**config.mk**
```make
export PLATFORM = sky130hd
export DESIGN_NAME = odc_bank
export DESIGN_NICKNAME = d
export VERILOG_FILES = /design/src/verilog/odc_pkg.sv /design/src/verilog/odc_bank.sv /design/src/verilog/odc_cfg_reg.sv
export SDC_FILE = /design/constraint.sdc
export NUM_CORES = 1
export LEC_CHECK = 0
export BUFFER_PORTS_ARGS = -buffer_cell sky130_fd_sc_hd__buf_2
export CELL_PAD_IN_SITES_DETAIL_PLACEMENT = 2
export CELL_PAD_IN_SITES_GLOBAL_PLACEMENT = 2
export CORE_UTILIZATION = 29
export DETAILED_ROUTE_END_ITERATION = 12
export PLACE_DENSITY = 0.77
export SLEW_MARGIN = 20
export SYNTH_ARGS = -nofsm -noshare
export SYNTH_HDL_FRONTEND = slang
export SYNTH_SLANG_ARGS = --single-unit
```
**constraint.sdc**
```tcl
create_clock -name clk_sys -period 1.23 [get_ports clk_sys]
set_input_delay 0.0615 -clock clk_sys [delete_from_list [all_inputs] [get_ports clk_sys]]
set_output_delay 0.0615 -clock clk_sys [all_outputs]
set_load 0.02 [all_outputs]
```
**src/verilog/odc_pkg.sv**
```systemverilog
// Package: register map, field layout, decode codes and types for the output config bank
package odc_pkg;

	// ----------------------------------------
	// Register map
	// ----------------------------------------
	localparam logic [7:0] ADDR_CH5_INT_FRAC_HI = 8'h0d;
	localparam logic [7:0] ADDR_CH5_FRAC_LO = 8'h0e;
	localparam logic [7:0] ADDR_CH6_DRV_CFG = 8'h0f;
	localparam logic [7:0] ADDR_CH6_INT_FRAC_HI = 8'h10;

	// Writable bits per register; reserved bits are held at zero
	localparam logic [15:0] MASK_CH5_INT_FRAC_HI = 16'h0fff;
	localparam logic [15:0] MASK_CH5_FRAC_LO = 16'hffff;
	localparam logic [15:0] MASK_CH6_DRV_CFG = 16'h1fdf;
	localparam logic [15:0] MASK_CH6_INT_FRAC_HI = 16'h0fff;
	localparam logic [15:0] REG_RST = 16'h0000;

	// ----------------------------------------
	// Field positions
	// ----------------------------------------
	localparam int INT_DIV_MSB = 11;
	localparam int INT_DIV_LSB = 4;
	localparam int FRAC_HI_MSB = 3;
	localparam int FRAC_HI_LSB = 0;
	localparam int PRE_DIV_MSB = 12;
	localparam int PRE_DIV_LSB = 10;
	localparam int FRAC_EN_BIT = 9;
	localparam int SLEW_BIT = 8;
	localparam int NEG_EN_BIT = 7;
	localparam int POS_EN_BIT = 6;
	localparam int DRV_MSB = 4;
	localparam int DRV_LSB = 3;
	localparam int OUT_MSB = 2;
	localparam int OUT_LSB = 1;
	localparam int SUPPLY_BIT = 0;

	// ----------------------------------------
	// Codes
	// ----------------------------------------
	localparam logic [2:0] PRE_CODE_DIV2 = 3'h0;
	localparam logic [2:0] PRE_CODE_DIV3 = 3'h1;
	localparam logic [2:0] PRE_CODE_DIV1 = 3'h7;
	localparam logic [1:0] PRE_RATIO_1 = 2'h1;
	localparam logic [1:0] PRE_RATIO_2 = 2'h2;
	localparam logic [1:0] PRE_RATIO_3 = 2'h3;
	localparam logic [1:0] DRV_CODE_LVDS0 = 2'h0;
	localparam logic [1:0] DRV_CODE_LVDS1 = 2'h1;
	localparam logic [1:0] DRV_CODE_LVCMOS = 2'h2;
	localparam logic [1:0] DRV_CODE_HCSL = 2'h3;
	localparam logic [1:0] OUT_CODE_OFF = 2'h0;
	localparam logic [1:0] OUT_CODE_ON = 2'h1;
	localparam logic [1:0] OUT_CODE_LOW = 2'h2;
	localparam logic [1:0] OUT_CODE_HIGH = 2'h3;
	localparam logic [8:0] INT_RATIO_ONE = 9'h001;
	localparam logic [19:0] FRAC_RST = 20'h0_0000;
	localparam logic [11:0] CH6_DIV_RST = 12'h000;
	localparam logic [15:0] RDATA_ZERO = 16'h0000;

	typedef enum logic [2:0] {
		DRV_LVDS = 3'h1,
		DRV_LVCMOS = 3'h2,
		DRV_HCSL = 3'h4
	} odc_drv_t;

	typedef enum logic [3:0] {
		OUT_DISABLED = 4'h1,
		OUT_ENABLED = 4'h2,
		OUT_STATIC_LOW = 4'h4,
		OUT_STATIC_HIGH = 4'h8
	} odc_out_t;

	typedef struct packed {
		logic [1:0] pre_div_ratio;
		logic pre_div_reserved;
		logic pre_div_bypass;
		logic frac_enable;
		logic slew_slow;
		logic pos_enable;
		logic neg_enable;
		odc_drv_t driver;
		odc_out_t output_ctl;
		logic supply_high;
	} odc_ch6_cfg_t;

	// Decode of an all-zero configuration register
	localparam odc_ch6_cfg_t CH6_CFG_RST = '{
		pre_div_ratio: PRE_RATIO_1,
		pre_div_reserved: 1'b0,
		pre_div_bypass: 1'b1,
		frac_enable: 1'b0,
		slew_slow: 1'b0,
		pos_enable: 1'b0,
		neg_enable: 1'b0,
		driver: DRV_LVDS,
		output_ctl: OUT_DISABLED,
		supply_high: 1'b0
	};

endpackage : odc_pkg
```
**src/verilog/odc_bank.sv**
```systemverilog
// Output divider and driver configuration bank for channels 5 and 6
// Behaviour
// - Channel 5 integer divide ratio is bits 11:4 of its register plus one.
// - Channel 5 fraction is 4 high bits 3:0 joined with next register's 16.
// - Channel 6 pre-divider: 000 divides by two, 001 three, 111 one.
// - Channel 6 pre-divider bypassed whenever its fractional enable is clear.
// - Channel 6 fractional divider enabled by bit 9 set, disabled when clear.
// - Channel 6 bit 8 chooses normal slew when zero, slow when one.
// - Channel 6 bits 4:3 select LVDS for 00/01, LVCMOS 10, HCSL 11.
// - Channel 6 bits 2:1: off, on, static low, static high.
// - Bit 0 picks low or high supply; zero at power-up is tolerated.
module odc_bank
	import odc_pkg::*;
(
	// Clock and reset
	input wire logic clk_sys,
	input wire logic rst_n,
	// Register access from the serial programming port
	input wire logic reg_wr_en,
	input wire logic reg_rd_en,
	input wire logic [7:0] reg_addr,
	input wire logic [15:0] reg_wdata,
	output logic [15:0] reg_rdata,
	output logic reg_rd_valid,
	// Channel 5 divider settings
	output logic [7:0] ch5_integer_divider,
	output logic [8:0] ch5_int_ratio,
	output logic [19:0] ch5_fractional_divider,
	// Channel 6 settings
	output odc_ch6_cfg_t ch6_cfg,
	output logic [11:0] ch6_div_raw
);

	// ----------------------------------------
	// Register storage
	// ----------------------------------------
	logic [15:0] r13;
	logic [15:0] r14;
	logic [15:0] r15;
	logic [15:0] r16;
	logic wr13;
	logic wr14;
	logic wr15;
	logic wr16;

	always_comb
	begin
		wr13 = 1'b0;
		wr14 = 1'b0;
		wr15 = 1'b0;
		wr16 = 1'b0;
		if (reg_wr_en && reg_addr == ADDR_CH5_INT_FRAC_HI)
		begin
			wr13 = 1'b1;
		end
		else if (reg_wr_en && reg_addr == ADDR_CH5_FRAC_LO)
		begin
			wr14 = 1'b1;
		end
		else if (reg_wr_en && reg_addr == ADDR_CH6_DRV_CFG)
		begin
			wr15 = 1'b1;
		end
		else if (reg_wr_en && reg_addr == ADDR_CH6_INT_FRAC_HI)
		begin
			wr16 = 1'b1;
		end
	end

	odc_cfg_reg #(.MASK(MASK_CH5_INT_FRAC_HI)) u_r13 (
		.clk_sys(clk_sys), .rst_n(rst_n), .wr_en(wr13), .wdata(reg_wdata), .q(r13));
	odc_cfg_reg #(.MASK(MASK_CH5_FRAC_LO)) u_r14 (
		.clk_sys(clk_sys), .rst_n(rst_n), .wr_en(wr14), .wdata(reg_wdata), .q(r14));
	odc_cfg_reg #(.MASK(MASK_CH6_DRV_CFG)) u_r15 (
		.clk_sys(clk_sys), .rst_n(rst_n), .wr_en(wr15), .wdata(reg_wdata), .q(r15));
	odc_cfg_reg #(.MASK(MASK_CH6_INT_FRAC_HI)) u_r16 (
		.clk_sys(clk_sys), .rst_n(rst_n), .wr_en(wr16), .wdata(reg_wdata), .q(r16));

	// ----------------------------------------
	// Read port
	// ----------------------------------------
	logic [15:0] rdata_ff;
	logic [15:0] nxt_rdata;
	logic rd_valid_ff;
	logic nxt_rd_valid;

	always_comb
	begin
		nxt_rd_valid = reg_rd_en;
		nxt_rdata = RDATA_ZERO;
		if (!reg_rd_en)
		begin
			nxt_rdata = RDATA_ZERO;
		end
		else if (reg_addr == ADDR_CH5_INT_FRAC_HI)
		begin
			nxt_rdata = r13;
		end
		else if (reg_addr == ADDR_CH5_FRAC_LO)
		begin
			nxt_rdata = r14;
		end
		else if (reg_addr == ADDR_CH6_DRV_CFG)
		begin
			nxt_rdata = r15;
		end
		else if (reg_addr == ADDR_CH6_INT_FRAC_HI)
		begin
			nxt_rdata = r16;
		end
	end

	always_ff @(posedge clk_sys)
	begin
		if (!rst_n)
		begin
			rdata_ff <= RDATA_ZERO;
			rd_valid_ff <= 1'b0;
		end
		else
		begin
			rdata_ff <= nxt_rdata;
			rd_valid_ff <= nxt_rd_valid;
		end
	end

	// ----------------------------------------
	// Divider and driver decode
	// ----------------------------------------
	logic [7:0] int_div_ff;
	logic [7:0] nxt_int_div;
	logic [8:0] int_ratio_ff;
	logic [8:0] nxt_int_ratio;
	logic [19:0] frac_ff;
	logic [19:0] nxt_frac;
	odc_ch6_cfg_t ch6_ff;
	odc_ch6_cfg_t nxt_ch6;
	logic [11:0] ch6_div_ff;
	logic [11:0] nxt_ch6_div;

	always_comb
	begin
		nxt_int_div = r13[INT_DIV_MSB:INT_DIV_LSB];
		nxt_int_ratio = {1'b0, r13[INT_DIV_MSB:INT_DIV_LSB]} + INT_RATIO_ONE;
		nxt_frac = {r13[FRAC_HI_MSB:FRAC_HI_LSB], r14};
		nxt_ch6_div = r16[INT_DIV_MSB:FRAC_HI_LSB];
		nxt_ch6 = CH6_CFG_RST;
		nxt_ch6.frac_enable = r15[FRAC_EN_BIT];
		nxt_ch6.slew_slow = r15[SLEW_BIT];
		nxt_ch6.pos_enable = r15[POS_EN_BIT];
		nxt_ch6.neg_enable = r15[NEG_EN_BIT] & r15[POS_EN_BIT];
		nxt_ch6.supply_high = r15[SUPPLY_BIT];
		// Reserved pre-divider codes fall back to divide by one
		case (r15[PRE_DIV_MSB:PRE_DIV_LSB])
			PRE_CODE_DIV2: nxt_ch6.pre_div_ratio = PRE_RATIO_2;
			PRE_CODE_DIV3: nxt_ch6.pre_div_ratio = PRE_RATIO_3;
			PRE_CODE_DIV1: nxt_ch6.pre_div_ratio = PRE_RATIO_1;
			default:
			begin
				nxt_ch6.pre_div_ratio = PRE_RATIO_1;
				nxt_ch6.pre_div_reserved = 1'b1;
			end
		endcase
		nxt_ch6.pre_div_bypass = ~r15[FRAC_EN_BIT];
		if (!r15[FRAC_EN_BIT])
		begin
			nxt_ch6.pre_div_ratio = PRE_RATIO_1;
		end
		case (r15[DRV_MSB:DRV_LSB])
			DRV_CODE_LVDS0: nxt_ch6.driver = DRV_LVDS;
			DRV_CODE_LVDS1: nxt_ch6.driver = DRV_LVDS;
			DRV_CODE_LVCMOS: nxt_ch6.driver = DRV_LVCMOS;
			default: nxt_ch6.driver = DRV_HCSL;
		endcase
		case (r15[OUT_MSB:OUT_LSB])
			OUT_CODE_OFF: nxt_ch6.output_ctl = OUT_DISABLED;
			OUT_CODE_ON: nxt_ch6.output_ctl = OUT_ENABLED;
			OUT_CODE_LOW: nxt_ch6.output_ctl = OUT_STATIC_LOW;
			default: nxt_ch6.output_ctl = OUT_STATIC_HIGH;
		endcase
	end

	always_ff @(posedge clk_sys)
	begin
		if (!rst_n)
		begin
			int_div_ff <= '0;
			int_ratio_ff <= INT_RATIO_ONE;
			frac_ff <= FRAC_RST;
			ch6_ff <= CH6_CFG_RST;
			ch6_div_ff <= CH6_DIV_RST;
		end
		else
		begin
			int_div_ff <= nxt_int_div;
			int_ratio_ff <= nxt_int_ratio;
			frac_ff <= nxt_frac;
			ch6_ff <= nxt_ch6;
			ch6_div_ff <= nxt_ch6_div;
		end
	end

	assign reg_rdata = rdata_ff;
	assign reg_rd_valid = rd_valid_ff;
	assign ch5_integer_divider = int_div_ff;
	assign ch5_int_ratio = int_ratio_ff;
	assign ch5_fractional_divider = frac_ff;
	assign ch6_cfg = ch6_ff;
	assign ch6_div_raw = ch6_div_ff;
endmodule // odc_bank

```
**src/verilog/odc_cfg_reg.sv**
```systemverilog
// One 16-bit configuration register with reserved bits held at zero
module odc_cfg_reg
	import odc_pkg::*;
#(
	parameter logic [15:0] MASK = 16'hffff
)
(
	// Clock and reset
	input wire logic clk_sys,
	input wire logic rst_n,
	// Write side
	input wire logic wr_en,
	input wire logic [15:0] wdata,
	// Stored value
	output logic [15:0] q
);

	logic [15:0] q_ff;
	logic [15:0] nxt_q;

	always_comb
	begin
		nxt_q = q_ff;
		if (wr_en)
		begin
			nxt_q = wdata & MASK;
		end
	end

	always_ff @(posedge clk_sys)
	begin
		if (!rst_n)
		begin
			q_ff <= REG_RST;
		end
		else
		begin
			q_ff <= nxt_q;
		end
	end

	assign q = q_ff;

endmodule // odc_cfg_reg

```
==> impl_metrics.csv <==
group,metric,value,unit
sta,setup_violations,0,
routing,antenna_left,0,
grt,grt_pass1_vias,4280,
power,pwr-share-clk,54.2,%
routing,wirelength,15.60,mm
sta,clock.fmax,0.8659,GHz
grt,grt_antenna_before_repair,0,
final_layout,fin_nets,644,
logic_synthesis,synth_area,0.004653,mm2
power,p_sw_share,20.79,%
worst_setup_path,required,1.58,ns
worst_setup_path,rr_startpoint,"u_r13.q[5]$_SDFFE_PN0P_",
worst_setup_path,startpoint,"u_r13.q[5]$_SDFFE_PN0P_",
sta,period_share,93.90,%
floorplan,fp.dieH,128.7,um
grt,grt_max_degree,62,
clock_network,clk_latency,0.42,ns
floorplan,die_area,0.01656,mm2
power,combPwrFrac,3.4,%
power,p_int,8.126,mW
min_path,hold_start,"rst_n",
worst_setup_path,start_kind,"flip-flop",
worst_setup_path,crit_chain,"ha_1 -> nand2_1 -> or3_4 -> a21boi_2",
sta,finClkSkew,0.009099,ns
sta,tightest_slew,0.3728,ns
sta,hold_viol,0,
power,ir_drop,943.9,uV
routing,avgViaCountPerCell,4.545,
logic_synthesis,synthArstFlopShare,0,%
logic_synthesis,ys_warn_count,0,
routing,drtIter0Drc,138,
final_layout,layout.cells.non_filler,838,
sta,slew_viol_final,0,
power,p_switching,2.133,mW
logic_synthesis,postSynthCellCount,462,
sta,rsz0062_at_grt,"false",
place,place_inst,791,
worst_setup_path,arrival,1.51,ns
clock_network,clk_pin_slew,0.06,ns
floorplan,rows,45,
floorplan,die_w,128.7,um
worst_setup_path,path_class,"flip-flop to flip-flop",
logic_synthesis,syn_area_per_cell,10.07,um2
flow_run,drv_cap,0,
place,post-dp-hpwl,10.70,mm
clock_network,cts_buffers,17,
worst_setup_path,critPathMaxFanout,3,
final_layout,final_cell_mix,"dfxtp_1, buf_2, nand2_1",
final_layout,drive_gt1_share,30.14,%
grt,grt_pass1_wl,24.50,mm
floorplan,core-area,0.01543,mm2
routing,dr_total_vias,3809,
final_layout,fillers,1690,
final_layout,diodes,0,
power,power_density,1571,mW/mm2
logic_synthesis,synth_edf_count,0,
floorplan,io_pins,110,
routing,drtPass1Iterations,4,
clock_network,cts_tree,"built",
worst_setup_path,cpMaxStageDelayCell,"dfxtp_2",
logic_synthesis,synth-seq-area-share,57.65,%
routing,wire_per_inst,18.62,um
final_layout,post-route-util,42.34,%
sta,fin_crit,1.155,ns
logic_synthesis,ys_ff_latch,134,
status,run_status,"complete, no violations",
clock_network,cts_root_buf,"clkbuf_16",
final_layout,final_common_cell,"dfxtp_1",
logic_synthesis,yosysUniqueCellTypes,37,
clock_network,cts_sinks,134,
grt,overflow,0,
place,place_congestion,0.7612,
min_path,hp-class,"input port to flip-flop",
floorplan,initial_core_util,30.16,%
place,port_buffers,109,
worst_setup_path,max_stage_delay,0.36,ns
grt,grt_usage,20.18,%
clock_network,htree_levels,4,
logic_synthesis,postSynthNetCount,491,
power,cellLeakagePower,3.368,nW
sta,slew_headroom,74.92,%
worst_setup_path,worst_setup_path_end_kind,"flip-flop",
clock_network,ctsLongestPathBuffers,2,
routing,drc,0,
final_layout,syn2layout_area_growth,40.36,%
logic_synthesis,synth_flop_cell,"dfxtp_1",
power,p_seq_share,42.4,%
-- final timing paths --
path / end / slack [ns] / cells past startpoint
min reg2reg: ch6_cfg[5]$_SDFF_PN1_ / 0.47 / 1
max: ch5_int_ratio[6]$_SDFF_PN0_ / 0.08 / 4
min: ch6_cfg[1]$_SDFF_PN1_ / 0.11 / 3
max reg2reg: ch5_int_ratio[6]$_SDFF_PN0_ / 0.08 / 4
-- worst max-delay path: cells and delay by family (launching register included) --
| kind | cells | cell delay [ns] |
|---|---|---|
| and+or+nand+nor | 2 | 0.43 |
| AOI/OAI and AO/OA | 1 | 0.12 |
| adders and majority gates | 1 | 0.17 |
| DFF | 1 | 0.36 |
-- per-layer routing --
| metal | routed length, um | GRT usage, % | vias to the layer above |
|---|---|---|---|
| li1 | - | - | 1828 |
| met1 | 6769 | 23.59 | 1868 |
| met2 | 7906 | 35.20 | 85 |
| met3 | 482 | 4.366 | 28 |
| met4 | 445 | 9.412 | 0 |
| met5 | 0 | 0 | - |
-- cell type report --
type | count | area (um2) | area share [%]
clock buffers | 18 | 439.2 | 6.724
flip-flops and latches | 134 | 2689 | 41.17
well taps | 211 | 264.0 | 4.042
repair buffers | 161 | 1076 | 16.48
clock inverters | 13 | 205.2 | 3.142
multi-input cells | 272 | 1749 | 26.78
inverters | 29 | 108.9 | 1.667
-- cells by family after synthesis --
family / Yosys count / share of synthesized area, %
AND/OR/NAND/NOR: 170 / 18.66
flip-flops: 134 / 57.65
AO/OA/AOI/OAI: 60 / 9.600
buffers and inverters: 56 / 5.055
multiplexers: 38 / 8.201
XOR/XNOR: 3 / 0.5648
adder cells (fa/ha/maj): 1 / 0.2688
-- through the flow --
stage | cell area (um2) | hold slack [ns] | setup slack [ns] | power (mW) | TNS [ns]
after floorplan | 4653 | 0.2003 | 0.07623 | 4.578 | 0
after global placement | 5707 | 0.3106 | -0.08901 | 4.729 | -0.9927
after detailed placement | 5707 | 0.3231 | -0.1567 | 4.744 | -3.497
after CTS | 6514 | 0.08671 | -0.01203 | 10.35 | -0.01203
after global routing | 6531 | 0.1260 | 0.01514 | 10.56 | 0
final | 6531 | 0.1063 | 0.07507 | 10.26 | 0
-- flip-flops by register name, summed over array words and instances (netlist names) --
register and cells:
ch5_fractional_divider 20, ch6_cfg 16, reg_rdata 16, u_r14.q 16, ch6_div_raw 12, u_r13.q 12
u_r15.q 12, u_r16.q 12, ch5_int_ratio 9, ch5_integer_divider 8, reg_rd_valid 1
-- timing repair --
| item | in CTS | in global routing |
|---|---|---|
| hold buffers | 16 | 0 |
| buffers inserted | 0 | 0 |
| resized for setup | 3 | 7 |
| cloned | 0 | 0 |
| setup endpoints to repair | 2 | 3 |
| pin swaps | 0 | 1 |
| hold endpoints to repair | 29 | 0 |
-- cells in the mapped netlist (all sizes together), types with 9 or more instances --
cell type / count / area (um2)
clkbuf: 15 / 56.30
buf: 12 / 70.06
o21ai: 19 / 95.09
dfxtp: 134 / 2683
inv: 29 / 108.9
a22o: 12 / 105.1
nor2b: 13 / 81.33
nor2: 15 / 56.30
mux2i: 37 / 370.4
a32o: 11 / 110.1
nand2: 77 / 289.0
and2: 25 / 156.4
nand2b: 9 / 56.30
a21boi: 15 / 112.6
-- power groups by stage --
stage | sequential (mW) | combinational (mW) | clock (mW)
finish | 4.35 | 0.348 | 5.56
global placement | 4.44 | 0.285 | 0
floorplan | 4.45 | 0.130 | 0
CTS | 4.35 | 0.347 | 5.65
detailed placement | 4.44 | 0.299 | 0
global route | 4.35 | 0.376 | 5.84
No activity file was read; power rests on OpenSTA's default activity.
